--- src/ffmd_defines.vh ---
// constants for the freefall and motion event detector
`ifndef FFMD_DEFINES_VH
`define FFMD_DEFINES_VH
`define FFMD_ADDR_CONFIG   8'h15
`define FFMD_ADDR_SOURCE   8'h16
`define FFMD_ADDR_THRESH   8'h17
`define FFMD_ADDR_COUNT    8'h18
`define FFMD_BIT_LATCH     7
`define FFMD_BIT_OR_AND    6
`define FFMD_BIT_Z_EN      5
`define FFMD_BIT_Y_EN      4
`define FFMD_BIT_X_EN      3
`define FFMD_BIT_ACTIVE    7
`define FFMD_BIT_CLR_MODE  7
`define FFMD_CONFIG_MASK   8'hf8
`define FFMD_RESET_VAL     8'h00
`endif

--- src/ffmd_detector.v ---
// freefall and motion event detector with its four host registers
`timescale 1ns/100ps
`default_nettype none
`include "ffmd_defines.vh"
module ffmd_detector #(
  parameter DATA_W = 10
) (
  input  wire                     clk_sys_i,
  input  wire                     reset_i,
  input  wire                     sample_valid_i,
  input  wire signed [DATA_W-1:0] accel_x_i,
  input  wire signed [DATA_W-1:0] accel_y_i,
  input  wire signed [DATA_W-1:0] accel_z_i,
  input  wire                     reg_wr_i,
  input  wire                     reg_rd_i,
  input  wire [7:0]               reg_addr_i,
  input  wire [7:0]               reg_wdata_i,
  output reg  [7:0]               reg_rdata_o,
  output reg                      event_active_o
);

  // fixed values of the register map
  localparam [7:0] ZERO_BYTE = 8'h00;
  localparam [7:0] ONE_STEP  = 8'h01;
  localparam [5:0] NO_FLAGS  = 6'h00;
  localparam       RSVD_BIT  = 1'b0;

  // host-visible registers
  reg  [7:0] event_detect_config_r;
  reg  [7:0] event_threshold_register_r;
  reg  [7:0] debounce_count_limit_r;
  reg  [7:0] reg_rdata_nxt;
  reg        cfg_write;
  reg        ths_write;
  reg        cnt_write;

  // debounce and event state
  reg  [7:0] debounce_count_value_r;
  reg  [7:0] debounce_count_value_nxt;
  reg        event_active_r;
  reg        event_active_nxt;
  reg  [5:0] axis_flags_r;
  reg  [5:0] axis_flags_nxt;
  reg        blocked_r;
  reg        blocked_nxt;

  // decoded configuration fields
  wire       latch_en;
  wire       or_sel;
  wire       z_event_en;
  wire       y_event_en;
  wire       x_event_en;
  wire [2:0] en;
  wire       clr_mode;
  wire [6:0] ths;

  // host access decode
  wire       src_read;
  wire       latched_read;

  // per-axis comparison
  wire       x_high;
  wire       y_high;
  wire       z_high;
  wire       x_neg;
  wire       y_neg;
  wire       z_neg;
  wire [2:0] high;
  wire [1:0] x_pair;
  wire [1:0] y_pair;
  wire [1:0] z_pair;
  wire [5:0] live;

  // combined condition and debounce step
  wire       motion_c;
  wire       freefall_c;
  wire       detect_off;
  wire       cond;
  wire [7:0] count_stepped;
  wire       at_limit;
  wire       at_zero;
  wire [7:0] source_word;

  // magnitude of a signed sample; the most negative code still compares as large
  function [DATA_W-1:0] mag;
    input signed [DATA_W-1:0] v;
    begin
      if (v[DATA_W-1]) begin
        mag = ~v + {{(DATA_W-1){1'b0}}, 1'b1};
      end else begin
        mag = v;
      end
    end
  endfunction

  // strictly above the threshold counts as high-g
  function beyond;
    input signed [DATA_W-1:0] v;
    input        [6:0]        t;
    begin
      beyond = (mag(v) > {{(DATA_W-7){1'b0}}, t});
    end
  endfunction

  // event and polarity flag of one axis; both read zero while the axis is disabled
  function [1:0] flag_pair;
    input enable;
    input is_high;
    input is_neg;
    begin
      flag_pair = {enable & is_high, enable & is_high & is_neg};
    end
  endfunction

  // one debounce step: count up to the limit, else clear or rewind by one
  function [7:0] count_step;
    input [7:0] value;
    input [7:0] limit;
    input       active;
    input       clear_mode;
    begin
      if (active) begin
        if (value < limit) begin
          count_step = value + ONE_STEP;
        end else begin
          count_step = value;
        end
      end else if (clear_mode) begin
        count_step = ZERO_BYTE;
      end else if (value != ZERO_BYTE) begin
        count_step = value - ONE_STEP;
      end else begin
        count_step = value;
      end
    end
  endfunction

  assign latch_en     = event_detect_config_r[`FFMD_BIT_LATCH];
  assign or_sel       = event_detect_config_r[`FFMD_BIT_OR_AND];
  assign z_event_en   = event_detect_config_r[`FFMD_BIT_Z_EN];
  assign y_event_en   = event_detect_config_r[`FFMD_BIT_Y_EN];
  assign x_event_en   = event_detect_config_r[`FFMD_BIT_X_EN];
  assign en           = {z_event_en, y_event_en, x_event_en};
  assign clr_mode     = event_threshold_register_r[`FFMD_BIT_CLR_MODE];
  assign ths          = event_threshold_register_r[6:0];
  assign src_read     = reg_rd_i && (reg_addr_i == `FFMD_ADDR_SOURCE);
  // unlatched reads of the source change nothing
  assign latched_read = src_read && latch_en;

  // write strobes; the source register and unmapped addresses take no writes
  always @* begin
    cfg_write = 1'b0;
    ths_write = 1'b0;
    cnt_write = 1'b0;
    if (reg_wr_i) begin
      case (reg_addr_i)
        `FFMD_ADDR_CONFIG: begin
          cfg_write = 1'b1;
        end
        `FFMD_ADDR_THRESH: begin
          ths_write = 1'b1;
        end
        `FFMD_ADDR_COUNT: begin
          cnt_write = 1'b1;
        end
        default: begin
          cfg_write = 1'b0;
        end
      endcase
    end
  end

  assign x_high = beyond(accel_x_i, ths);
  assign y_high = beyond(accel_y_i, ths);
  assign z_high = beyond(accel_z_i, ths);
  assign x_neg  = accel_x_i[DATA_W-1];
  assign y_neg  = accel_y_i[DATA_W-1];
  assign z_neg  = accel_z_i[DATA_W-1];
  assign high   = {z_high, y_high, x_high};
  assign x_pair = flag_pair(x_event_en, x_high, x_neg);
  assign y_pair = flag_pair(y_event_en, y_high, y_neg);
  assign z_pair = flag_pair(z_event_en, z_high, z_neg);
  assign live   = {z_pair, y_pair, x_pair};

  // disabled axes are neutral in both combinations
  assign motion_c      = |(high & en);
  assign freefall_c    = &(~high | ~en);
  assign detect_off    = (en == 3'b000);
  assign cond          = !detect_off && (or_sel ? motion_c : freefall_c);
  assign count_stepped = count_step(debounce_count_value_r, debounce_count_limit_r, cond, clr_mode);
  assign at_limit      = (count_stepped == debounce_count_limit_r);
  assign at_zero       = (count_stepped == ZERO_BYTE);
  assign source_word   = {event_active_r, RSVD_BIT, axis_flags_r};

  always @(posedge clk_sys_i) begin
    if (reset_i) begin
      event_detect_config_r <= `FFMD_RESET_VAL;
    end else if (cfg_write) begin
      event_detect_config_r <= reg_wdata_i & `FFMD_CONFIG_MASK;
    end
  end

  always @(posedge clk_sys_i) begin
    if (reset_i) begin
      event_threshold_register_r <= `FFMD_RESET_VAL;
    end else if (ths_write) begin
      event_threshold_register_r <= reg_wdata_i;
    end
  end

  always @(posedge clk_sys_i) begin
    if (reset_i) begin
      debounce_count_limit_r <= `FFMD_RESET_VAL;
    end else if (cnt_write) begin
      debounce_count_limit_r <= reg_wdata_i;
    end
  end

  // the counter moves once per new sample; a latched read clears it to zero
  always @* begin
    debounce_count_value_nxt = debounce_count_value_r;
    if (sample_valid_i) begin
      debounce_count_value_nxt = count_stepped;
    end
    if (latched_read) begin
      debounce_count_value_nxt = ZERO_BYTE;
    end
  end

  always @* begin
    event_active_nxt = event_active_r;
    if (sample_valid_i) begin
      if (latch_en) begin
        if (!event_active_r && cond && at_limit) begin
          event_active_nxt = 1'b1;
        end
      end else begin
        // set at the limit, clear at once or once the counter has rewound to zero
        if (cond && at_limit) begin
          event_active_nxt = 1'b1;
        end else if (!cond && (clr_mode || at_zero)) begin
          event_active_nxt = 1'b0;
        end
      end
    end
    if (detect_off) begin
      event_active_nxt = 1'b0;
    end
    // a latched read wins over a set in the same cycle
    if (latched_read) begin
      event_active_nxt = 1'b0;
    end
  end

  // flags follow live status unless an event holds them
  always @* begin
    axis_flags_nxt = axis_flags_r;
    if (sample_valid_i && (!latch_en || !event_active_r)) begin
      axis_flags_nxt = live;
    end
    if (latched_read) begin
      axis_flags_nxt = NO_FLAGS;
    end
  end

  always @* begin
    blocked_nxt = latch_en & event_active_nxt;
  end

  always @* begin
    case (reg_addr_i)
      `FFMD_ADDR_CONFIG: begin
        reg_rdata_nxt = event_detect_config_r;
      end
      `FFMD_ADDR_SOURCE: begin
        reg_rdata_nxt = source_word;
      end
      `FFMD_ADDR_THRESH: begin
        reg_rdata_nxt = event_threshold_register_r;
      end
      `FFMD_ADDR_COUNT: begin
        reg_rdata_nxt = debounce_count_limit_r;
      end
      default: begin
        reg_rdata_nxt = ZERO_BYTE;
      end
    endcase
  end

  always @(posedge clk_sys_i) begin
    if (reset_i) begin
      debounce_count_value_r <= ZERO_BYTE;
    end else begin
      debounce_count_value_r <= debounce_count_value_nxt;
    end
  end

  always @(posedge clk_sys_i) begin
    if (reset_i) begin
      event_active_r <= 1'b0;
    end else begin
      event_active_r <= event_active_nxt;
    end
  end

  // output copy so the pin comes straight from a flop
  always @(posedge clk_sys_i) begin
    if (reset_i) begin
      event_active_o <= 1'b0;
    end else begin
      event_active_o <= event_active_nxt;
    end
  end

  always @(posedge clk_sys_i) begin
    if (reset_i) begin
      blocked_r <= 1'b0;
    end else begin
      blocked_r <= blocked_nxt;
    end
  end

  // held flags change only through a read of the source
  always @(posedge clk_sys_i) begin
    if (reset_i) begin
      axis_flags_r <= NO_FLAGS;
    end else if (blocked_r) begin
      if (src_read) begin
        axis_flags_r <= NO_FLAGS;
      end
    end else begin
      axis_flags_r <= axis_flags_nxt;
    end
  end

  // read data stands until the next read
  always @(posedge clk_sys_i) begin
    if (reset_i) begin
      reg_rdata_o <= ZERO_BYTE;
    end else if (reg_rd_i) begin
      reg_rdata_o <= reg_rdata_nxt;
    end
  end

endmodule
`default_nettype wire

--- config.mk ---
export PLATFORM = sky130hd
export DESIGN_NAME = ffmd_detector
export DESIGN_NICKNAME = d
export VERILOG_FILES = /design/src/ffmd_detector.v
export VERILOG_INCLUDE_DIRS = /design/src
export SDC_FILE = /design/constraint.sdc
export NUM_CORES = 1
export LEC_CHECK = 0
export BUFFER_PORTS_ARGS = -buffer_cell sky130_fd_sc_hd__buf_4
export CAP_MARGIN = 10
export CORE_MARGIN = 2
export CORE_UTILIZATION = 56
export CTS_CLUSTER_SIZE = 25
export DETAILED_ROUTE_END_ITERATION = 7
export HOLD_SLACK_MARGIN = 0.1
export PLACE_DENSITY = 0.77
export SETUP_SLACK_MARGIN = 0.02
export SLEW_MARGIN = 5
export SYNTH_ARGS = -nofsm -noshare
export SYNTH_HDL_FRONTEND = slang
export SYNTH_SLANG_ARGS = --single-unit
export TNS_END_PERCENT = 10
--- constraint.sdc ---
create_clock -name clk_sys_i -period 6.1 [get_ports clk_sys_i]
set_input_delay 0.61 -clock clk_sys_i [delete_from_list [all_inputs] [get_ports clk_sys_i]]
set_output_delay 0.61 -clock clk_sys_i [all_outputs]
set_load 0.01 [all_outputs]
==> results of run 1 <==
layout make-up:
| class | instances | share of cell area [%] |
|---|---|---|
| multi-input cells | 428 | 63.1 |
| repair buffers | 60 | 9.82 |
| well taps | 96 | 2.62 |
| clock buffers | 5 | 1.50 |
| inverters | 27 | 2.21 |
| clock inverters | 3 | 1.09 |
| flip-flops and latches | 45 | 19.6 |
worst max path at each step:
stage	cells past startpoint	start	to	slack, ns
final	18	accel_x_i[0]	event_active_o	1.40
after global routing	18	accel_x_i[0]	event_active_o	1.16
after CTS	18	accel_x_i[0]	event_active_o	1.44
after detailed placement	18	accel_x_i[0]	event_active_o	1.14
after global placement	18	accel_x_i[0]	event_active_o	1.30
after floorplan	18	accel_x_i[0]	event_active_o	1.75
routing by layer:
metal | share of wire [%] | wire, um | track usage, %
met1 | 44 | 4950 | 39.8
met5 | 0 | 0 | 0
met3 | 7.4 | 826 | 5.60
met2 | 46 | 5160 | 49.4
met4 | 2.3 | 262 | 10.3
cells in the final DEF (no fill, tap or decap), drive strengths merged, types with 6 or more instances in the layout:
cell type and count:
inv 28, a21oi 26, mux2i 22, dfxtp 45, xnor2 27, nor3 10
nand2 48, o31ai 10, a21o 6, nand2b 7, a22oi 11, a211oi 6
buf 60, ha 34, nor2 52, nor2b 10, o21ai 28, nand3 34
critical path, delay by kind of cell:
kind / cells / cell delay (ns)
compound gates: 9 / 2.04
simple gates: 4 / 1.48
fa+ha+maj: 2 / 0.44
buf+inv: 2 / 0.20
xor+xnor: 1 / 0.18
state kept, by name, indices dropped and copies added, names as in the netlist:
name                        count
debounce_count_limit_r          8
reg_rdata_o                     8
axis_flags_r                    6
blocked_r                       1
debounce_count_value_r          8
event_detect_config_r           5
event_active_o                  1
event_threshold_register_r      8
stage by stage:
step                      util, %  worst slack, ns  power (W)  hold slack, ns
after floorplan                 -             1.75   0.000930           0.453
after global placement       65.0             1.30    0.00111           0.474
after detailed placement     65.0             1.14    0.00112           0.490
after CTS                    66.8             1.44    0.00136           0.514
after global routing         66.8             1.16    0.00149           0.543
final                        66.8             1.40    0.00138           0.508
report_power, final:
group	total [W]	leakage [nW]	internal (W)	switching, W
Sequential	0.000373	0.364	0.000313	0.0000595
Clock	0.000242	0.0603	0.000126	0.000116
Combinational	0.000763	1.32	0.000316	0.000447
logic make-up (layout without fill, tap and decap cells):
group / Yosys count / count (layout)
AOI/OAI and AO/OA: 138 / 138
muxes: 23 / 23
and+or+nand+nor: 204 / 204
DFF: 45 / 45
xor gates and xnor gates: 29 / 29
buffers and inverters: 54 / 95
adders and majority gates: 34 / 34
==> metrics.md, run 1 <==
| Metric | Value |
|---|---|
| Run status | `complete, no violations` |
| Crit end category | `register` |
| Pwr/cell area | `roughly 300 nW/um^2` |
| Relative slew slack | `between 40% and 50%` |
| Post-synth cell types | `64` |
| Overflow after GRT | `0` |
| Starting Density | `58.2%` |
| Worst-path clk slew | `~0.1 ns` |
| Drt wl/cell | `between 15 and 20 um` |
| Ports | `60` |
| Final setup vio count | `0` |
| Filler cells | `around 630` |
| Count leader, synth | `nor2_1` |
| Worst EP required | `approximately 6.4 ns` |
| Gpl congestion | `~0.95` |
| Total track usage | `30.1%` |
| Adder-cell share of the synthesized area | `between 10% and 20%` |
| Fmax | `roughly 0.21 GHz` |
| Pins Over Slew Limit | `0` |
| Num CTS Buffers | `5` |
| XOR/XNOR share of the synthesized area | `under 10%` |
| Clock Sink Count | `between 40 and 50` |
| Max-cap violations | `0` |
| Net count after synthesis | `a little over 600` |
| Hold crit path type | `register to register` |
| Final period utilization | `roughly 77%` |
| Bufs on Longest Clock Path | `2` |
| Die span in x | `~89 um` |
| CTS tree | `done` |
| Arr. time, crit path | `a little under 5 ns` |
| Synth async-reset ratio | `0%` |
| Die H | `88.5 um` |
| # rows | `30` |
| Reg2reg path depth | `12` |
| Warnings, synthesis | `0` |
| Synth Cell Area | `4000 um^2` |
| Skew-Pair Late Insertion Delay | `0.31 ns` |
| Share of layout cells above drive strength 1 | `about 14%` |
| Drt drc | `0` |
| Dpl hpwl | `around 8600 um` |
| Flop-to-flop setup slack | `2.26 ns` |
| WHS Endpoint | `axis_flags_r[0]` |
| # placed instances | `656` |
| First DRT Iteration DRCs | `between 300 and 400` |
| Nets | `between 600 and 700` |
| Largest area contributor in the netlist | `dfxtp_1` |
| Vias in the first global route | `4000` |
| Critical path's slowest cell | `or4b_4` |
| Critical path class | `primary input to register` |
| Final Skew | `between 0.007 and 0.008 ns` |
| Largest family of logic cells by synthesized area | `simple AND/OR/NAND/NOR gates` |
| Hold-fix buffer count after cts | `0` |
| Root Buffer | `clkbuf_8` |
| Leak Pwr | `~1.7 nW` |
| CP dominant cell by count | `ha_1` |
| Footprint of the multi-input gates | `a little under 3000 um^2` |
| Post-CTS Setup Bufs | `0` |
| H-tree depth | `2` |
| WHS Path Cells | `2` |
| Syn Area/Cell | `approximately 7.6 um^2` |
| Critical R2R Capture | `event_active_o` |
| Worst slew pin tran | `0.890 ns` |
| Full die area | `~7800 um^2` |
| CP startpoint kind | `primary input` |
| Placed Area | `4470 um^2` |
| Routed Antenna Nets | `0` |
| Total wire length | `11200 um` |
| Mux cell area share after synthesis | `between 5 and 6%` |
| Ant. Diodes | `0` |
| Vias per std cell | `approximately 6.3` |
| Port bufs | `just under 60` |
| First-pass GRT wire length | `18700 um` |
| Post-synth top area share | `~23%` |
| Via Count | `approximately 4200` |
| Fin cells | `664` |
| Register area share after synthesis | `a little under a quarter` |
| Number of synthesized flops with an enable pin | `0` |
| Synth-to-layout area growth | `14.6%` |
| Endpoints failing hold | `0` |
| CP cell instances | `buf_4 -> inv_1 -> ha_1 -> or3b_1 -> o31ai_1 -> xnor2_1 -> ha_1 -> o21ai_0 -> a41o_1 -> a31o_2 -> o221ai_1 -> or4b_4 -> and2_1 -> a211o_1 -> and4_1 -> a2111o_1 -> o32ai_2 -> o31a_1` |
| Worst r2r src | `debounce_count_value_r[4]` |
| Post-Layout Inst Area | `4590 um^2` |
| Max FO, Critical Path | `16` |
| Commonest cells in the netlist | `52 x nor2_1, 48 x nand2_1, 45 x dfxtp_1, 34 x ha_1, 34 x nand3_1` |
| RSZ-0062 raised after global routing | `false` |
| Compound-Gate Fraction of Synth Area | `between 20% and 30%` |
| Top FF cell, synth | `dfxtp_1` |
| Drt pass-1 iters | `7` |
| Setup TNS | `0 ns` |
| Synth Instances | `527` |
| Yosys reg bits | `45` |
| Largest net degree at the start of global routing | `37` |
| Initial antenna violation count | `0` |
| VDD IR max | `about 0.24 mV` |
| Post-CTS sizing | `0` |
| Register area | `between 900 and 1000 um^2` |
| Top cells by area, synth | `dfxtp_1 23%, ha_1 11%, xnor2_1 5.9%` |
| Core ar. | `between 6000 and 7000 um^2` |
| Simple logic cell fraction of the synthesized area | `25.6%` |
| CP max stage delay | `roughly 0.6 ns` |
| Worst hold start | `axis_flags_r[0]` |
| Fin crit period | `around 4.7 ns` |
Note: power is estimated with default switching activity, not from simulation.
==> run 2: changes to the inputs <==
- CORE_UTILIZATION: 56 -> 53
- PLACE_DENSITY: 0.77 -> 0.76
- clock period: 6.1 -> 4 ns (I/O delays scaled with it)
==> run 2 against run 1 <==
  * Utilization is 2.7 points higher
  * Critical path type unchanged
  * Sequential share of layout area down 1.9 points
  * Largest cell class unchanged
  * Non-clock buffer count increased by 39
  * Cell count up 6.2%
  * Total power up 68%
  * Wire length is 12% higher
  * First-iteration DRC count decreased by 0.54%
  * Highest routed layer unchanged
  * Clock skew about the same
==> metrics.md, run 2 (synthesized netlist as in run 1, its figures left out) <==
| Metric | Value |
|---|---|
| Critical path's slowest cell | `or4b_4` |
| Endpoints failing hold | `0` |
| Vias in the first global route | `a little over 4000` |
| CP max stage delay | `0.57 ns` |
| Num CTS Buffers | `5` |
| Pins Over Slew Limit | `0` |
| Ports | `60` |
| CP cell instances | `buf_6 -> inv_4 -> ha_4 -> or3b_4 -> o31ai_4 -> xnor2_1 -> ha_1 -> o21ai_2 -> a41o_1 -> a31o_2 -> o221ai_4 -> or4b_4 -> and2_4 -> a211o_1 -> and4_1 -> a2111o_1 -> o32ai_2 -> o31a_1` |
| Fin cells | `around 710` |
| # rows | `31` |
| Core ar. | `between 7000 and 8000 um^2` |
| Drt pass-1 iters | `5` |
| Relative slew slack | `between 50% and 60%` |
| H-tree depth | `2` |
| Final period utilization | `around 100%` |
| Gpl congestion | `1.00` |
| Run status | `complete, no violations` |
| Switching Fraction | `44.8%` |
| Final core utilization | `69.4%` |
| Die span in x | `90.9 um` |
| Arr. time, crit path | `about 4.3 ns` |
| Crit end category | `register` |
| Worst r2r src | `debounce_count_limit_r[4]` |
| Fin crit period | `around 4 ns` |
| Via Count | `approximately 4400` |
| Port bufs | `between 50 and 60` |
| Starting Density | `a little over half` |
| Final Skew | `0.00761 ns` |
| CP startpoint kind | `primary input` |
| # placed instances | `696` |
| Worst EP required | `4.26 ns` |
| Flop-to-flop setup slack | `approximately 0.35 ns` |
| Hold-fix buffer count after cts | `0` |
| Clock Sink Count | `45` |
| Internal Power | `0.00128 W` |
| Psw | `roughly 0.0010 W` |
| Gate power share | `61.3%` |
| Delay-heaviest family, CP | `compound AO/OA/AOI/OAI gates` |
| RSZ-0062 raised after global routing | `true` |
| Nets | `around 690` |
| Initial antenna violation count | `0` |
| Reg2reg path depth | `13` |
| First DRT Iteration DRCs | `between 300 and 400` |
| Drt wl/cell | `between 15 and 20 um` |
| Full die area | `a little over 8000 um^2` |
| Critical path class | `primary input to register` |
| Synth-to-layout area growth | `26.6%` |
| WHS Endpoint | `debounce_count_limit_r[1]` |
| Vias per std cell | `between 6 and 7` |
| Worst-path clk slew | `around 0.09 ns` |
| Commonest non-fill, non-tap cell in the layout | `buf_4` |
| Clock share of power | `about 16%` |
| Total wire length | `approximately 13000 um` |
| First-pass GRT wire length | `just over 20000 um` |
| Skew-Pair Late Insertion Delay | `0.31 ns` |
| Pwr/cell area | `between 400 and 500 nW/um^2` |
| Max-cap violations | `0` |
| Fmax | `~0.25 GHz` |
| Worst slew pin tran | `~0.7 ns` |
| Routed Antenna Nets | `0` |
| Die H | `around 91 um` |
| Ant. Diodes | `0` |
| Critical R2R Capture | `event_active_o` |
| VDD IR max | `0.239 mV` |
| Hold crit path type | `primary input to register` |
| Worst hold start | `reg_wdata_i[1]` |
| Max FO, Critical Path | `4` |
| Share of layout cells above drive strength 1 | `about a quarter` |
| Leak Pwr | `around 2.0 nW` |
| CTS tree | `done` |
| Final setup vio count | `0` |
| Drt drc | `0` |
| Total track usage | `29.4%` |
| Overflow after GRT | `0` |
| WHS Path Cells | `3` |
| Largest net degree at the start of global routing | `37` |
| Bufs on Longest Clock Path | `2` |
| CP Buf/Inv Count | `2` |
| Dpl hpwl | `approximately 9400 um` |
| Root Buffer | `clkbuf_8` |
| Seq pwr share | `a little under a quarter` |
| Most frequent cells in the layout | `94 x buf_4, 52 x nor2_1, 46 x nand2_1` |
## run 2: changes by cell type in the layout (fill, tap and decap cells not counted), moves of 3 or more
cell | previous run | this run
buf_4 | 60 | 94
buf_6 | 0 | 4
o21ai_0 | 27 | 23
o21ai_2 | 0 | 3
## run 2: repair_timing
item	CTS	global route
pin swaps	1	23
setup buffers	0	2
gates resized for setup	4	26
setup endpoints to repair	2	4
## run 2: worst reg2reg max path: stages, from the launching register on
cell	delay, ns
dfxtp_1	0.50
inv_1	0.15
ha_1	0.35
a211o_1	0.30
o211ai_1	0.09
o311ai_0	0.21
a21o_1	0.32
nor2_1	0.38
xor2_1	0.18
nand3_1	0.08
and4_1	0.24
a2111o_1	0.36
o32ai_2	0.24
o31a_1	0.18
## run 2: layout make-up
cell class                      count  area [um^2]
Clock buffer                        5         68.8
Inverter                           27          106
Multi-Input combinational cell    428         3050
Timing Repair Buffer               99          771
Fill cell                         632         2230
Clock inverter                      2         38.8
Tap cell                           99          124
Sequential cell                    45          901
## run 2: power groups by stage
stage          sequential, W  combinational (W)  clock [W]
2_1_floorplan       0.000511           0.000910          0
3_3_place_gp        0.000547            0.00130          0
3_5_place_dp        0.000546            0.00132          0
4_1_cts             0.000536            0.00133   0.000354
5_1_grt             0.000543            0.00154   0.000374
6_report            0.000539            0.00142   0.000358
## run 2: worst max-delay path by stage
| stage | to | cells past startpoint | slack, ns | from |
|---|---|---|---|---|
| final | event_active_o | 18 | 0.002 | accel_x_i[0] |
| after global routing | event_active_o | 18 | -0.13 | accel_x_i[0] |
| after CTS | event_active_o | 20 | 0.03 | accel_x_i[0] |
| after detailed placement | event_active_o | 20 | -0.35 | accel_x_i[0] |
| after global placement | event_active_o | 20 | -0.16 | accel_x_i[0] |
| after floorplan | event_active_o | 18 | 0.02 | accel_x_i[0] |
## run 2: per-layer routing
metal | up-vias | share of wire (%) | global-route usage, %
li1 | 2092 | - | -
met1 | 2082 | 42 | 38.6
met2 | 217 | 48 | 50.7
met3 | 21 | 7.5 | 3.51
met4 | 0 | 1.9 | 8.46
met5 | - | 0 | 0
## run 2: stage by stage
step / worst slack (ns) / instance area [um^2] / hold WS, ns / setup TNS (ns) / total power, W
floorplan: 0.0236 / 4050 / 0.453 / 0 / 0.00142
global placement: -0.162 / 4810 / 0.476 / -0.317 / 0.00185
detailed placement: -0.354 / 4810 / 0.485 / -0.804 / 0.00187
CTS: 0.0279 / 4940 / 0.355 / 0 / 0.00223
global route: -0.132 / 5060 / 0.369 / -0.248 / 0.00246
finish: 0.00173 / 5060 / 0.348 / 0 / 0.00232
